`src/hdl/btr_pkg.sv`:
```
// Constants shared by the branch trace recorder design files.
// Assumes a single 50 MHz core clock and a register-number access port.
package btr_pkg;
  // ****************************************
  // Register numbers
  // ****************************************
  localparam logic [11:0] REG_RECORD_BASE_ALT = 12'h040;
  localparam logic [11:0] REG_STACK_TOP_ALT = 12'h1C9;
  localparam logic [11:0] REG_DEBUG_CONTROL_ALT = 12'h1D9;
  localparam logic [11:0] REG_RECORD_BASE_SMALL = 12'h1DB;
  localparam logic [11:0] REG_RECORD_BASE_LARGE_A = 12'h680;
  localparam logic [11:0] REG_RECORD_BASE_LARGE_B = 12'h6C0;
  localparam logic [11:0] REG_DEBUG_CONTROL_MAIN = 12'h1D7;
  localparam logic [11:0] REG_STACK_TOP_MAIN = 12'h1DA;
  localparam logic [11:0] REG_LAST_EXC_SOURCE = 12'h1DD;
  localparam logic [11:0] REG_LAST_EXC_DEST = 12'h1DE;
  // ****************************************
  // Control field positions, main layout
  // ****************************************
  localparam int MAIN_RECORD_BIT = 0;
  localparam int MAIN_STEP_BIT = 1;
  localparam int MAIN_MSG_BIT = 2;
  localparam int MAIN_STORE_BIT = 3;
  localparam int MAIN_FULL_IRQ_BIT = 4;
  localparam int MAIN_SKIP_KERNEL_BIT = 5;
  localparam int MAIN_SKIP_USER_BIT = 6;
  // ****************************************
  // Control field positions, alternative layout
  // ****************************************
  localparam int ALT_RECORD_BIT = 0;
  localparam int ALT_STEP_BIT = 1;
  localparam int ALT_MSG_BIT = 6;
  localparam int ALT_STORE_BIT = 7;
  localparam int ALT_FULL_IRQ_BIT = 8;
  localparam int ALT_STACK_DEPTH = 8;
  localparam int ALT_PTR_WIDTH = 3;
  localparam logic [63:0] CONTROL_RESET = 64'h0000_0000_0000_0000;
  // ****************************************
  // Event kinds
  // ****************************************
  typedef enum logic [1:0] {
    BTR_EV_BRANCH = 2'b00,
    BTR_EV_INTERRUPT = 2'b01,
    BTR_EV_EXCEPTION = 2'b10
  } btr_event_t;
  typedef enum logic [1:0] {
    BTR_ST_IDLE = 2'b00,
    BTR_ST_SECOND = 2'b01
  } btr_state_t;
endpackage

```
`src/hdl/btr_recorder.sv`:
```
// Branch trace recorder top: control registers, record stack, trace messages.
// Assumes the pipeline reports one event per cycle and register reads and
// writes arrive as single-cycle strobes with a register number.
//
// Notes on behaviour
// - with recording enabled, every branch, interrupt or exception pushes a 64-bit record.
// - any debug exception clears the recording enable.
// - step-on-branches makes the trap flag request traps only on taken branches.
// - message-send enable emits each later record on the system bus.
// - buffer-store enable logs messages into the memory trace buffer.
// - full-interrupt control raises interrupt when buffer full; the buffer wraps around either way.
// - main layout: bit 5 skips messages arising at privilege level zero.
// - main layout: bit 6 skips messages arising at nonzero privilege levels.
// - control writes accepted only at privilege zero or real-address mode.
// - records form a circular stack; pointer marks newest record.
// - pointer increments by one before each store, wrapping to zero.
// - stack holds 4 entries (pointer 0-3) or 16 entries (0-15).
// - stack entries and pointer are read-only, readable by register read.
// - taken branch stores instruction address and target address.
// - interrupt stores saved return pointer and handler address.
// - exception stores faulting instruction address and handler address.
// - trapping branch pushes branch record, then exception record.
// - interrupt right after branch pushes branch record, then interrupt record.
// - last-exception registers keep last branch before exception or interrupt.
// - alternative layout: send bit 6, store bit 7, full interrupt bit 8.
// - alternative layout: 8 entries, source bits 31-0, destination 63-32.
// - alternative layout: 3-bit pointer in bits 2-0.
`timescale 1ns/1ps
`default_nettype none
module btr_recorder #(
  parameter int STACK_DEPTH = 16,
  parameter int PTR_WIDTH = 4,
  parameter int FIFO_DEPTH = 16,
  parameter int BUF_ENTRIES = 64
) (
  // Clock and reset
  input wire logic clk_in,
  input wire logic reset_n_in,
  // Layout select: low for main layout, high for alternative layout
  input wire logic alt_layout_in,
  // Pipeline event report
  input wire logic event_valid_in,
  input wire logic [1:0] event_kind_in,
  input wire logic [31:0] event_source_in,
  input wire logic [31:0] event_dest_in,
  input wire logic event_with_branch_in,
  input wire logic [31:0] branch_source_in,
  input wire logic [31:0] branch_dest_in,
  input wire logic [1:0] current_privilege_level_in,
  input wire logic debug_exception_in,
  input wire logic step_trap_flag_in,
  input wire logic instr_retired_in,
  // Register access
  input wire logic reg_wr_in,
  input wire logic reg_rd_in,
  input wire logic [11:0] reg_num_in,
  input wire logic [63:0] reg_wdata_in,
  input wire logic real_mode_in,
  output logic [63:0] reg_rdata_out,
  output logic reg_ack_out,
  output logic reg_fault_out,
  // Trace outputs
  output logic step_trap_out,
  output logic bus_branch_message_valid_out,
  output logic [63:0] bus_branch_message_out,
  input wire logic bus_ready_in,
  output logic buffer_store_out,
  output logic buffer_full_irq_out,
  output logic event_ready_out
);
  // ****************************************
  // Reset release
  // ****************************************
  logic rst_sync1_reg;
  logic rst_n_reg;
  always_ff @(posedge clk_in or negedge reset_n_in)
  begin
    if (!reset_n_in)
    begin
      rst_sync1_reg <= 1'b0;
      rst_n_reg <= 1'b0;
    end
    else
    begin
      rst_sync1_reg <= 1'b1;
      rst_n_reg <= rst_sync1_reg;
    end
  end

  // ****************************************
  // Control register
  // ****************************************
  logic [63:0] control_reg;
  logic rec_en, step_en, msg_en, store_en, full_irq_en, skip_k, skip_u;
  always_comb
  begin
    rec_en = control_reg[btr_pkg::MAIN_RECORD_BIT];
    step_en = control_reg[btr_pkg::MAIN_STEP_BIT];
    if (alt_layout_in)
    begin
      msg_en = control_reg[btr_pkg::ALT_MSG_BIT];
      store_en = control_reg[btr_pkg::ALT_STORE_BIT];
      full_irq_en = control_reg[btr_pkg::ALT_FULL_IRQ_BIT];
      skip_k = 1'b0;
      skip_u = 1'b0;
    end
    else
    begin
      msg_en = control_reg[btr_pkg::MAIN_MSG_BIT];
      store_en = control_reg[btr_pkg::MAIN_STORE_BIT];
      full_irq_en = control_reg[btr_pkg::MAIN_FULL_IRQ_BIT];
      skip_k = control_reg[btr_pkg::MAIN_SKIP_KERNEL_BIT];
      skip_u = control_reg[btr_pkg::MAIN_SKIP_USER_BIT];
    end
  end

  logic ctl_hit;
  logic wr_allowed;
  assign ctl_hit = (reg_num_in == btr_pkg::REG_DEBUG_CONTROL_MAIN && !alt_layout_in)
    || (reg_num_in == btr_pkg::REG_DEBUG_CONTROL_ALT && alt_layout_in);
  assign wr_allowed = (current_privilege_level_in == 2'h0) || real_mode_in;

  always_ff @(posedge clk_in or negedge rst_n_reg)
  begin
    if (!rst_n_reg)
    begin
      control_reg <= btr_pkg::CONTROL_RESET;
    end
    else
    begin
      if (reg_wr_in && ctl_hit && wr_allowed)
      begin
        control_reg <= reg_wdata_in;
      end
      if (debug_exception_in)
      begin
        control_reg[btr_pkg::MAIN_RECORD_BIT] <= 1'b0;
      end
    end
  end

  // ****************************************
  // Event sequencing
  // ****************************************
  btr_pkg::btr_state_t state_reg;
  logic [63:0] pending_reg;
  logic push;
  logic [63:0] push_rec;
  logic fifo_ready;
  logic ev_take;
  logic [63:0] ev_rec;
  logic [63:0] br_rec;
  assign ev_rec = {event_dest_in, event_source_in};
  assign br_rec = {branch_dest_in, branch_source_in};
  assign ev_take = event_valid_in && event_ready_out;

  always_comb
  begin
    push = 1'b0;
    push_rec = ev_rec;
    case (state_reg)
      btr_pkg::BTR_ST_IDLE:
      begin
        if (ev_take)
        begin
          push = 1'b1;
          push_rec = (event_with_branch_in && event_kind_in != btr_pkg::BTR_EV_BRANCH)
            ? br_rec : ev_rec;
        end
      end
      btr_pkg::BTR_ST_SECOND:
      begin
        push = 1'b1;
        push_rec = pending_reg;
      end
      default:
      begin
        push = 1'b0;
      end
    endcase
  end

  always_ff @(posedge clk_in or negedge rst_n_reg)
  begin
    if (!rst_n_reg)
    begin
      state_reg <= btr_pkg::BTR_ST_IDLE;
      pending_reg <= 64'h0000_0000_0000_0000;
      event_ready_out <= 1'b0;
    end
    else
    begin
      case (state_reg)
        btr_pkg::BTR_ST_IDLE:
        begin
          if (ev_take && event_with_branch_in && event_kind_in != btr_pkg::BTR_EV_BRANCH)
          begin
            state_reg <= btr_pkg::BTR_ST_SECOND;
            pending_reg <= ev_rec;
          end
        end
        default:
        begin
          state_reg <= btr_pkg::BTR_ST_IDLE;
        end
      endcase
      event_ready_out <= fifo_ready && !(ev_take && event_with_branch_in
        && event_kind_in != btr_pkg::BTR_EV_BRANCH) && state_reg == btr_pkg::BTR_ST_IDLE;
    end
  end

  // ****************************************
  // Record stack and pointer
  // ****************************************
  logic [PTR_WIDTH-1:0] top_reg;
  logic [PTR_WIDTH-1:0] top_next;
  logic [PTR_WIDTH-1:0] top_max;
  logic rec_push;
  assign top_max = alt_layout_in ? PTR_WIDTH'(btr_pkg::ALT_STACK_DEPTH - 1)
    : PTR_WIDTH'(STACK_DEPTH - 1);
  assign top_next = (top_reg == top_max) ? '0 : top_reg + 1'b1;
  assign rec_push = push && rec_en;

  always_ff @(posedge clk_in or negedge rst_n_reg)
  begin
    if (!rst_n_reg)
    begin
      top_reg <= '0;
    end
    else if (rec_push)
    begin
      top_reg <= top_next;
    end
  end

  // ****************************************
  // Last exception pair
  // ****************************************
  logic [31:0] last_br_src_reg, last_br_dst_reg, ler_src_reg, ler_dst_reg;
  always_ff @(posedge clk_in or negedge rst_n_reg)
  begin
    if (!rst_n_reg)
    begin
      last_br_src_reg <= 32'h0000_0000;
      last_br_dst_reg <= 32'h0000_0000;
      ler_src_reg <= 32'h0000_0000;
      ler_dst_reg <= 32'h0000_0000;
    end
    else if (rec_push && state_reg == btr_pkg::BTR_ST_IDLE)
    begin
      if (event_kind_in == btr_pkg::BTR_EV_BRANCH)
      begin
        last_br_src_reg <= event_source_in;
        last_br_dst_reg <= event_dest_in;
      end
      else if (event_with_branch_in)
      begin
        ler_src_reg <= branch_source_in;
        ler_dst_reg <= branch_dest_in;
        last_br_src_reg <= branch_source_in;
        last_br_dst_reg <= branch_dest_in;
      end
      else
      begin
        ler_src_reg <= last_br_src_reg;
        ler_dst_reg <= last_br_dst_reg;
      end
    end
  end

  // ****************************************
  // Register reads
  // ****************************************
  logic [PTR_WIDTH-1:0] rd_idx;
  logic [63:0] stack_rdata;
  logic stack_hit;
  logic rd_pend_reg;
  always_comb
  begin
    stack_hit = 1'b0;
    rd_idx = '0;
    if (alt_layout_in && reg_num_in >= btr_pkg::REG_RECORD_BASE_ALT
      && reg_num_in < btr_pkg::REG_RECORD_BASE_ALT + 12'h008)
    begin
      stack_hit = 1'b1;
      rd_idx = PTR_WIDTH'(reg_num_in - btr_pkg::REG_RECORD_BASE_ALT);
    end
    else if (!alt_layout_in && STACK_DEPTH == 4 && reg_num_in >= btr_pkg::REG_RECORD_BASE_SMALL
      && reg_num_in < btr_pkg::REG_RECORD_BASE_SMALL + 12'h004)
    begin
      stack_hit = 1'b1;
      rd_idx = PTR_WIDTH'(reg_num_in - btr_pkg::REG_RECORD_BASE_SMALL);
    end
    else if (!alt_layout_in && STACK_DEPTH == 16 && reg_num_in >= btr_pkg::REG_RECORD_BASE_LARGE_A
      && reg_num_in < btr_pkg::REG_RECORD_BASE_LARGE_A + 12'h010)
    begin
      stack_hit = 1'b1;
      rd_idx = PTR_WIDTH'(reg_num_in - btr_pkg::REG_RECORD_BASE_LARGE_A);
    end
    else if (!alt_layout_in && STACK_DEPTH == 16 && reg_num_in >= btr_pkg::REG_RECORD_BASE_LARGE_B
      && reg_num_in < btr_pkg::REG_RECORD_BASE_LARGE_B + 12'h010)
    begin
      stack_hit = 1'b1;
      rd_idx = PTR_WIDTH'(reg_num_in - btr_pkg::REG_RECORD_BASE_LARGE_B);
    end
  end

  btr_stack_mem #(.DEPTH(STACK_DEPTH), .AW(PTR_WIDTH)) u_stack (
    .clk_in(clk_in),
    .wr_en_in(rec_push),
    .wr_addr_in(top_next),
    .wr_data_in(push_rec),
    .rd_addr_in(rd_idx),
    .rd_data_out(stack_rdata)
  );

  logic [63:0] rd_other_reg;
  logic rd_stack_reg;
  always_ff @(posedge clk_in or negedge rst_n_reg)
  begin
    if (!rst_n_reg)
    begin
      rd_pend_reg <= 1'b0;
      rd_stack_reg <= 1'b0;
      rd_other_reg <= 64'h0000_0000_0000_0000;
      reg_ack_out <= 1'b0;
      reg_fault_out <= 1'b0;
      reg_rdata_out <= 64'h0000_0000_0000_0000;
    end
    else
    begin
      rd_pend_reg <= reg_rd_in;
      rd_stack_reg <= stack_hit;
      rd_other_reg <= 64'h0000_0000_0000_0000;
      if (ctl_hit)
      begin
        rd_other_reg <= control_reg;
      end
      else if (reg_num_in == btr_pkg::REG_STACK_TOP_ALT
        || reg_num_in == btr_pkg::REG_STACK_TOP_MAIN)
      begin
        rd_other_reg <= 64'(top_reg);
      end
      else if (reg_num_in == btr_pkg::REG_LAST_EXC_SOURCE)
      begin
        rd_other_reg <= 64'(ler_src_reg);
      end
      else if (reg_num_in == btr_pkg::REG_LAST_EXC_DEST)
      begin
        rd_other_reg <= 64'(ler_dst_reg);
      end
      reg_ack_out <= rd_pend_reg || (reg_wr_in && ctl_hit && wr_allowed);
      reg_fault_out <= reg_wr_in && !(ctl_hit && wr_allowed);
      reg_rdata_out <= rd_pend_reg ? (rd_stack_reg ? stack_rdata : rd_other_reg)
        : 64'h0000_0000_0000_0000;
    end
  end

  // ****************************************
  // Single-step and trace messages
  // ****************************************
  logic priv_skip;
  logic msg_push;
  logic [7:0] buf_count_reg;
  assign priv_skip = (skip_k && current_privilege_level_in == 2'h0)
    || (skip_u && current_privilege_level_in != 2'h0);
  assign msg_push = push && msg_en && !priv_skip;

  btr_fifo #(.WIDTH(64), .DEPTH(FIFO_DEPTH)) u_fifo (
    .clk_in(clk_in),
    .rst_n_in(rst_n_reg),
    .in_valid_in(msg_push),
    .in_data_in(push_rec),
    .in_ready_out(fifo_ready),
    .out_valid_out(bus_branch_message_valid_out),
    .out_data_out(bus_branch_message_out),
    .out_ready_in(bus_ready_in)
  );

  always_ff @(posedge clk_in or negedge rst_n_reg)
  begin
    if (!rst_n_reg)
    begin
      step_trap_out <= 1'b0;
      buffer_store_out <= 1'b0;
      buffer_full_irq_out <= 1'b0;
      buf_count_reg <= 8'h00;
    end
    else
    begin
      step_trap_out <= step_trap_flag_in && (step_en
        ? (ev_take && event_kind_in == btr_pkg::BTR_EV_BRANCH) : instr_retired_in);
      buffer_store_out <= msg_push && store_en;
      buffer_full_irq_out <= 1'b0;
      if (msg_push && store_en)
      begin
        if (buf_count_reg == 8'(BUF_ENTRIES - 1))
        begin
          buf_count_reg <= 8'h00;
          buffer_full_irq_out <= full_irq_en;
        end
        else
        begin
          buf_count_reg <= buf_count_reg + 8'h01;
        end
      end
    end
  end
endmodule
`default_nettype wire

```
`src/hdl/btr_fifo.sv`:
```
// Synchronous FIFO carrying trace messages toward the system bus.
// Assumes one clock and an asynchronous active-low reset copy.
`timescale 1ns/1ps
`default_nettype none
module btr_fifo #(
  parameter int WIDTH = 64,
  parameter int DEPTH = 16
) (
  // Clock and reset
  input wire logic clk_in,
  input wire logic rst_n_in,
  // Fill side
  input wire logic in_valid_in,
  input wire logic [WIDTH-1:0] in_data_in,
  output logic in_ready_out,
  // Drain side
  output logic out_valid_out,
  output logic [WIDTH-1:0] out_data_out,
  input wire logic out_ready_in
);
  localparam int AW = $clog2(DEPTH);
  logic [WIDTH-1:0] mem_reg [DEPTH];
  logic [AW-1:0] wr_ptr_reg;
  logic [AW-1:0] rd_ptr_reg;
  logic [AW:0] count_reg;
  logic do_write;
  logic do_read;

  assign in_ready_out = (count_reg < (AW+1)'(DEPTH));
  assign out_valid_out = (count_reg != '0);
  assign out_data_out = mem_reg[rd_ptr_reg];
  assign do_write = in_valid_in && in_ready_out;
  assign do_read = out_valid_out && out_ready_in;

  always_ff @(posedge clk_in)
  begin
    if (do_write)
    begin
      mem_reg[wr_ptr_reg] <= in_data_in;
    end
  end

  always_ff @(posedge clk_in or negedge rst_n_in)
  begin
    if (!rst_n_in)
    begin
      wr_ptr_reg <= '0;
      rd_ptr_reg <= '0;
      count_reg <= '0;
    end
    else
    begin
      if (do_write)
      begin
        wr_ptr_reg <= (wr_ptr_reg == AW'(DEPTH - 1)) ? '0 : wr_ptr_reg + 1'b1;
      end
      if (do_read)
      begin
        rd_ptr_reg <= (rd_ptr_reg == AW'(DEPTH - 1)) ? '0 : rd_ptr_reg + 1'b1;
      end
      count_reg <= count_reg + (AW+1)'(do_write) - (AW+1)'(do_read);
    end
  end
endmodule
`default_nettype wire

```
`src/hdl/btr_stack_mem.sv`:
```
// Record stack memory: one 64-bit record per entry, registered read port.
// Assumes one clock; contents are not reset.
`timescale 1ns/1ps
`default_nettype none
module btr_stack_mem #(
  parameter int DEPTH = 16,
  parameter int AW = 4
) (
  // Clock
  input wire logic clk_in,
  // Write port
  input wire logic wr_en_in,
  input wire logic [AW-1:0] wr_addr_in,
  input wire logic [63:0] wr_data_in,
  // Read port
  input wire logic [AW-1:0] rd_addr_in,
  output logic [63:0] rd_data_out
);
  logic [63:0] mem_reg [DEPTH];

  always_ff @(posedge clk_in)
  begin
    if (wr_en_in)
    begin
      mem_reg[wr_addr_in] <= wr_data_in;
    end
    rd_data_out <= mem_reg[rd_addr_in];
  end
endmodule
`default_nettype wire

```
`config.mk`:
```
export PLATFORM = sky130hd
export DESIGN_NAME = btr_recorder
export DESIGN_NICKNAME = d
export VERILOG_FILES = /design/src/hdl/btr_pkg.sv /design/src/hdl/btr_recorder.sv /design/src/hdl/btr_fifo.sv /design/src/hdl/btr_stack_mem.sv
export SDC_FILE = /design/constraint.sdc
export NUM_CORES = 2
export LEC_CHECK = 0
export ABC_CLOCK_PERIOD_IN_PS = 29000
export BUFFER_PORTS_ARGS = -buffer_cell sky130_fd_sc_hd__buf_2
export CAP_MARGIN = 5
export CELL_PAD_IN_SITES_DETAIL_PLACEMENT = 1
export CELL_PAD_IN_SITES_GLOBAL_PLACEMENT = 1
export CORE_MARGIN = 10
export CORE_UTILIZATION = 26
export CTS_BUF_LIST = sky130_fd_sc_hd__clkbuf_16
export DETAILED_ROUTE_END_ITERATION = 8
export PLACE_DENSITY_LB_ADDON = 0.1
export RECOVER_POWER = 50
export SYNTH_ARGS = -nofsm -noshare
export SYNTH_HDL_FRONTEND = slang
export SYNTH_SLANG_ARGS = --single-unit
```
`constraint.sdc`:
```
create_clock -name clk_in -period 29 [get_ports clk_in]
set_clock_uncertainty 0.15 [all_clocks]
set_input_delay 5.8 -clock clk_in [delete_from_list [all_inputs] [get_ports clk_in]]
set_output_delay 5.8 -clock clk_in [all_outputs]
set_load 0.01 [all_outputs]
```
After elaboration in Yosys (flattened, before gate mapping)
Memory sizes are Yosys's and may differ from the RTL's. A register that Yosys moved wholly into a read port is not among the register bits.
Cells that the tools add are included.
{"block": "op_classes", "eq_ne": 12, "n_mux": 42, "n_bitwise": 1, "n_addsub": 9, "n_lt_le_gt_ge": 7, "n_reduce_logical": 47}
{"operator": "64-bit two-way mux", "n": 5}
{"operator": "32-bit two-way mux", "n": 7}
{"operator": "64-bit case mux with 2 select lines", "n": 1}
{"operator": "12-bit by 9-bit == test with 1-bit output (second input constant)", "n": 6}
{"operator": "1-bit logical AND", "n": 29}
{"operator": "4-bit two-way mux", "n": 7}
{"operator": "12-bit by 11-bit >= comparator with 1-bit output (second input constant)", "n": 2}
{"operator": "12-bit by 11-bit < comparator with 1-bit output (second input constant)", "n": 2}
{"operator": "1-bit two-way mux", "n": 18}
{"operator": "4-bit by 1-bit adder with 4-bit output (second input constant)", "n": 3}
{"operator": "12-bit by 7-bit >= comparator with 1-bit output (second input constant)", "n": 1}
{"operator": "12-bit by 7-bit < comparator with 1-bit output (second input constant)", "n": 1}
{"operator": "4-bit by 1-bit subtractor with 4-bit output (second input constant)", "n": 3}
{"operator": "8-bit by 1-bit adder with 8-bit output (second input constant)", "n": 1}
{"operator": "4-bit == test (second input constant)", "n": 2}
{"operator": "8-bit by 6-bit == test with 1-bit output (second input constant)", "n": 1}
{"operator": "8-bit two-way mux", "n": 1}
{"operator": "2-bit logical NOT", "n": 3}
{"operator": "2-bit nonzero test", "n": 3}
{"operator": "5-bit by 1-bit adder with 5-bit output", "n": 1}
{"operator": "1-bit logical OR", "n": 5}
{"operator": "5-bit < comparator (second input constant)", "n": 1}
{"operator": "5-bit nonzero test", "n": 1}
{"operator": "5-bit by 1-bit subtractor with 5-bit output", "n": 1}
{"operator": "other kinds (8)", "n": 13}
{"block": "word_totals", "output_inout_bits": 135, "reg_bits": 421, "input_bits": 220, "word_cells": 145, "mem_count": 2, "mem_bits_rw": 2048}
{"memory": "u_fifo.mem_reg", "words": 16, "word_bits": 64, "read_ports": 1, "rd_clocked_by_memory_dff": 0, "wr": 1, "line": "btr_fifo.sv:22", "source": "logic [WIDTH-1:0] mem_reg [DEPTH];"}
{"memory": "u_stack.mem_reg", "words": 16, "word_bits": 64, "read_ports": 1, "rd_clocked_by_memory_dff": 1, "wr": 1, "line": "btr_stack_mem.sv:19", "source": "logic [63:0] mem_reg [DEPTH];"}

Logic depth before layout (Yosys ltp)
{"block": "depth", "ltp_word": 8, "depth_mapped": 15, "mapped_depth_nobuf": 15}

By module
A second synthesis with hierarchy kept.
{"block": "unflattened", "cells_unflattened": 5165, "hier_area_um2": 97881.4}
{"mod": "btr_fifo", "instances": 1, "cells_per_inst": 1927, "area_per_inst_um2": 40188.5}
{"mod": "btr_stack_mem", "instances": 1, "cells_per_inst": 1647, "area_per_inst_um2": 39581.7}
{"mod": "btr_recorder", "instances": 1, "cells_per_inst": 1591, "area_per_inst_um2": 18111.1}

Worst setup path before layout
Ideal clock, no wire load.
{"block": "synth_path", "kind": "input port to flip-flop", "from": "input alt_layout_in", "to": "memory u_fifo.mem_reg[15][0], enable pin", "path_buffers": 2, "required_ns": 28.272, "t_arrival_ns": 11.312, "path_slack_ns": 16.961, "setup_time_ns": 0.578, "cell_stages": 5, "path_cell_list": "buf_2 > clkbuf_1 > nand2_1 > a21oi_1 > nor3b_1"}
{"block": "synth_via", "elab_chain_len": 8, "elab_cells_between_ends": 12, "cone_classes": "mux (5); reduce/logical (7)"}
{"element": "start, declared", "line": "btr_recorder.sv:40", "source": "input wire logic alt_layout_in,"}
{"element": "1-bit two-way mux", "line": "btr_recorder.sv:99", "source": "if (alt_layout_in)"}
{"element": "1-bit logical AND (on tied branches)", "line": "btr_recorder.sv:365, btr_recorder.sv:366"}
{"element": "1-bit logical OR", "line": "btr_recorder.sv:366", "source": "|| (skip_u && current_privilege_level_in != 2'h0);"}
{"element": "1-bit logical NOT", "line": "btr_recorder.sv:367", "source": "assign msg_push = push && msg_en && !priv_skip;"}
{"element": "1-bit logical AND *", "line": "btr_recorder.sv:367"}
{"element": "1-bit logical AND *", "line": "btr_fifo.sv:32", "source": "assign do_write = in_valid_in && in_ready_out;"}
{"element": "1-bit two-way mux *", "line": "btr_fifo.sv:37", "source": "if (do_write)"}
{"element": "1-bit two-way mux (implied by the code) *", "line": "btr_fifo.sv:39", "source": "mem_reg[wr_ptr_reg] <= in_data_in;"}
{"element": "end, declared", "line": "btr_fifo.sv:22"}
Every way passes the cells marked *; elsewhere a longest branch is shown, timed or not.

==> impl_metrics.prom <==
# TYPE chip_impl_metric gauge
chip_impl_metric{name="ant_nets",unit=""} 0
chip_impl_info{name="regToRegStartpoint",value="rst_n_reg$_DFF_PN0_"} 1
chip_impl_metric{name="synth_async_reset_ratio",unit=""} 0.166
chip_impl_metric{name="worstHoldPathCells",unit=""} 0
chip_impl_metric{name="routed_wirelength",unit="mm"} 355
chip_impl_info{name="commonest_cells_after_routing_fill_and_taps_aside",value="sky130_fd_sc_hd__edfxtp_1, sky130_fd_sc_hd__mux2i_1, sky130_fd_sc_hd__dfrtp_1"} 1
chip_impl_metric{name="mappedNetlistArea",unit="um2"} 98600
chip_impl_metric{name="tritoncts_num_sinks",unit=""} 2532
chip_impl_metric{name="cts.reportedPaths.clkPinSlew",unit="ns"} 0.06
chip_impl_info{name="worstHoldEndpoint",value="rst_n_reg$_DFF_PN0_"} 1
chip_impl_metric{name="synthesis.area_per_instance",unit="um2"} 16.7
chip_impl_info{name="min-delay-start",value="rst_sync1_reg$_DFF_PN0_"} 1
chip_impl_info{name="slowest_stage",value="sky130_fd_sc_hd__clkbuf_1"} 1
chip_impl_metric{name="floorplan.core_area",unit="um2"} 378000
chip_impl_metric{name="fin_nets",unit=""} 6597
chip_impl_info{name="outcome",value="finished with violations"} 1
chip_impl_metric{name="cts.repair.resized",unit=""} 0
chip_impl_metric{name="vdd_ir_drop_max",unit="V"} 0.0000497
chip_impl_metric{name="post-layout-total-power",unit="mW"} 9.48
chip_impl_metric{name="die_h",unit="um"} 636
chip_impl_metric{name="grt_max_degree",unit=""} 124
chip_impl_info{name="tritoncts_clock_tree",value="yes"} 1
chip_impl_metric{name="placementRows",unit=""} 226
chip_impl_metric{name="routed_wire_length_per_instance",unit="um"} 30.6
chip_impl_metric{name="max_slew_margin",unit=""} -3.83
chip_impl_info{name="violations",value="max-capacitance violations, max-slew violations"} 1
chip_impl_metric{name="pwr_density_cell",unit="nW/um2"} 82.1
chip_impl_metric{name="achievable-frequency",unit="GHz"} 0.0608
chip_impl_metric{name="cts-buffers-inserted",unit=""} 300
chip_impl_metric{name="timing.critical_path.slowest_cell_delay",unit="ns"} 5.11
chip_impl_metric{name="initialDrtViolationCount",unit=""} 4777
chip_impl_metric{name="grt_util_all_layers",unit=""} 0.169
chip_impl_metric{name="final.setup.tns",unit="ns"} 0
chip_impl_metric{name="yosysWarningCount",unit=""} 0
chip_impl_metric{name="ff2ff_path_depth",unit=""} 3
chip_impl_metric{name="synth.yosys.seq_area_share",unit=""} 0.743
chip_impl_metric{name="final_cycle_share",unit=""} 0.567
chip_impl_metric{name="post_synth_num_cell_types",unit=""} 71
chip_impl_metric{name="setup_slack",unit="ns"} 12.56
chip_impl_metric{name="drive_gt1_frac",unit=""} 0.190
chip_impl_metric{name="floorplan.io_pins",unit=""} 355
chip_impl_info{name="cp_cell_sequence",value="clkbuf_1 > clkbuf_1 > clkbuf_1"} 1
chip_impl_metric{name="drv.max_cap_violation_count",unit=""} 82
chip_impl_info{name="synth_top_flop_cell",value="sky130_fd_sc_hd__edfxtp_1"} 1
chip_impl_metric{name="detailroute.via_count",unit=""} 56300
chip_impl_metric{name="port_buffer_count",unit=""} 354
chip_impl_metric{name="drt_pass1_iterations",unit=""} 7
chip_impl_metric{name="ctsHtreeMaxLevel",unit=""} 5
chip_impl_metric{name="tightestPinTransition",unit="ns"} 7.25
chip_impl_metric{name="hold_buffers",unit=""} 0
chip_impl_metric{name="final.min_clock_period",unit="ns"} 16.44
chip_impl_info{name="start_kind",value="flip-flop"} 1
chip_impl_metric{name="final-instance-count-excl-fill",unit=""} 11600
chip_impl_metric{name="fillers",unit=""} 39200
chip_impl_metric{name="synth-edff-count",unit=""} 2048
chip_impl_metric{name="p_leak",unit="nW"} 40.4
chip_impl_metric{name="gpl.final_weighted_congestion",unit=""} 0.742
chip_impl_metric{name="syn_nets",unit=""} 6146
chip_impl_metric{name="post_dp_cell_area",unit="um2"} 107000
chip_impl_info{name="cts_root_buffer",value="sky130_fd_sc_hd__clkbuf_16"} 1
chip_impl_info{name="unrepaired_setup_endpoints_after_global_routing",value="false"} 1
chip_impl_metric{name="worst_ep_required_time",unit="ns"} 26.95
chip_impl_metric{name="worstPathMaxFanout",unit=""} 123
chip_impl_metric{name="crit_arrival",unit="ns"} 14.39
chip_impl_info{name="layout_commonest_cell",value="sky130_fd_sc_hd__edfxtp_1"} 1
chip_impl_metric{name="pre_cts_ws",unit="ns"} 17.82
chip_impl_metric{name="setup.reg_to_reg.worst_slack",unit="ns"} 12.56
chip_impl_info{name="setup.worst_path.class",value="flip-flop to asynchronous set/reset pin"} 1
chip_impl_metric{name="vias_in_the_first_global_route",unit=""} 60200
chip_impl_metric{name="die_area",unit="um2"} 404000
chip_impl_metric{name="post_cts.repair.setup_buffers",unit=""} 0
chip_impl_metric{name="timing.final.hold_violations",unit=""} 0
chip_impl_metric{name="synthToLayoutAreaGrowth",unit="%"} 17.0
chip_impl_metric{name="finalHoldWorstSlack",unit="ns"} 0.200
chip_impl_metric{name="synth_seq_cells",unit=""} 2532
chip_impl_info{name="end_kind",value="asynchronous set/reset pin"} 1
chip_impl_metric{name="remaining_drc_errors",unit=""} 0
chip_impl_metric{name="final_cell_area",unit="um2"} 115000
chip_impl_metric{name="slew_violations",unit=""} 2796
chip_impl_metric{name="grt_first_pass_wirelength",unit="mm"} 493
chip_impl_metric{name="cts.path.max_buffers",unit=""} 4
chip_impl_metric{name="floorplan.initialDensity",unit=""} 0.261
chip_impl_metric{name="worst_skew_pair.late_latency",unit="ns"} 0.91
chip_impl_info{name="critical_path_s_most_frequent_cell",value="sky130_fd_sc_hd__clkbuf_1"} 1
chip_impl_metric{name="timing.final.setup_violations",unit=""} 0
chip_impl_metric{name="finish.utilization",unit=""} 0.305
chip_impl_metric{name="dp_cells",unit=""} 11100
chip_impl_metric{name="route.detailed.vias_per_inst",unit=""} 4.84
chip_impl_info{name="worstHoldPathType",value="flip-flop to flip-flop"} 1
chip_impl_metric{name="grt-ovfl-total",unit=""} 0
chip_impl_metric{name="detailedPlacementHpwl",unit="mm"} 208
chip_impl_metric{name="post_synth_inst_count",unit=""} 5908
chip_impl_metric{name="antenna_found_initial",unit=""} 32
chip_impl_metric{name="dieWidth",unit="um"} 636
chip_impl_info{name="worstReg2RegEnd",value="u_fifo.rd_ptr_reg[0]$_DFFE_PN0P_"} 1
## area by class of cell
class / count / area (um2) / area share
flip-flops and latches: 2532 / 73300 / 0.635
clock buffers: 313 / 7830 / 0.0679
diodes: 18 / 45.0 / 0.000390
well taps: 5016 / 6280 / 0.0544
inverters: 113 / 424 / 0.00367
clock inverters: 213 / 1260 / 0.0109
multi-input cells: 2879 / 23300 / 0.202
repair buffers: 533 / 2920 / 0.0253
## worst max path at each step
stage                                     start                                to  slack [ns]  cells past startpoint
2_1_floorplan               rst_n_reg$_DFF_PN0_      buf_count_reg[0]$_DFFE_PN0P_       16.28                      0
3_3_place_gp   u_fifo.rd_ptr_reg[0]$_DFFE_PN0P_        bus_branch_message_out[61]       17.81                      9
3_5_place_dp   u_fifo.rd_ptr_reg[0]$_DFFE_PN0P_        bus_branch_message_out[61]       17.82                      9
4_1_cts        u_fifo.rd_ptr_reg[0]$_DFFE_PN0P_        bus_branch_message_out[61]       16.82                      9
5_1_grt                     rst_n_reg$_DFF_PN0_  u_fifo.rd_ptr_reg[3]$_DFFE_PN0P_        9.47                      3
6_report                    rst_n_reg$_DFF_PN0_  u_fifo.rd_ptr_reg[0]$_DFFE_PN0P_       12.56                      3
## synthesized netlist by cell type (all sizes together) (17+ instances only)
cell	instances	share of area
a221oi	173	0.015
mux4	128	0.029
a211o	71	0.0063
and2	18	0.0011
mux2	320	0.038
inv	113	0.0043
nor2b	69	0.0044
dfrtp	420	0.11
o21ai	332	0.017
edfxtp	2048	0.62
a211oi	22	0.0017
a222oi	92	0.0093
and3	40	0.0025
nor2	180	0.0068
dfxtp	64	0.013
a2111oi	35	0.0034
ha	17	0.0022
a221o	37	0.0038
nor3	44	0.0025
mux2i	452	0.046
o22ai	69	0.0044
clkbuf	233	0.0089
o211ai	20	0.0015
a22oi	80	0.0061
buf	151	0.0081
nand2	332	0.013
a21oi	248	0.013
## critical path, delay by kind of cell (launching register included)
kind                   cells  cell delay [ns]
buffers and inverters      3            10.56
DFF                        1             2.52
## where the power goes
part           internal [mW]  leakage [nW]  switching, mW  total [mW]
clock                   2.04          4.76           1.53        3.57
combinational          0.550          11.0           1.14        1.69
sequential              4.15          24.7         0.0711        4.22
total                   6.74          40.4           2.74        9.48
## cells by family (layout without fill, tap and decap cells)
logic type               Yosys count  in the layout  synth area share
flip-flops                      2532           2532             0.743
AO/OA/AOI/OAI                   1223           1223            0.0858
multiplexers                     900            900             0.113
AND/OR/NAND/NOR                  726            726            0.0331
buffers and inverters            497           1172            0.0213
adder cells (fa/ha/maj)           18             18           0.00236
XOR/XNOR                          11             11          0.000977
other                              1             19         0.0000380
## metal layers
metal | share of wire | GRT usage | up-vias
met4 | 0.026 | 0.0439 | 0
met1 | 0.48 | 0.242 | 30200
met3 | 0.042 | 0.0240 | 446
met2 | 0.45 | 0.269 | 1321
met5 | 0 | 0 | -
li1 | - | - | 24300
Note: power is estimated with default switching activity, not from simulation.
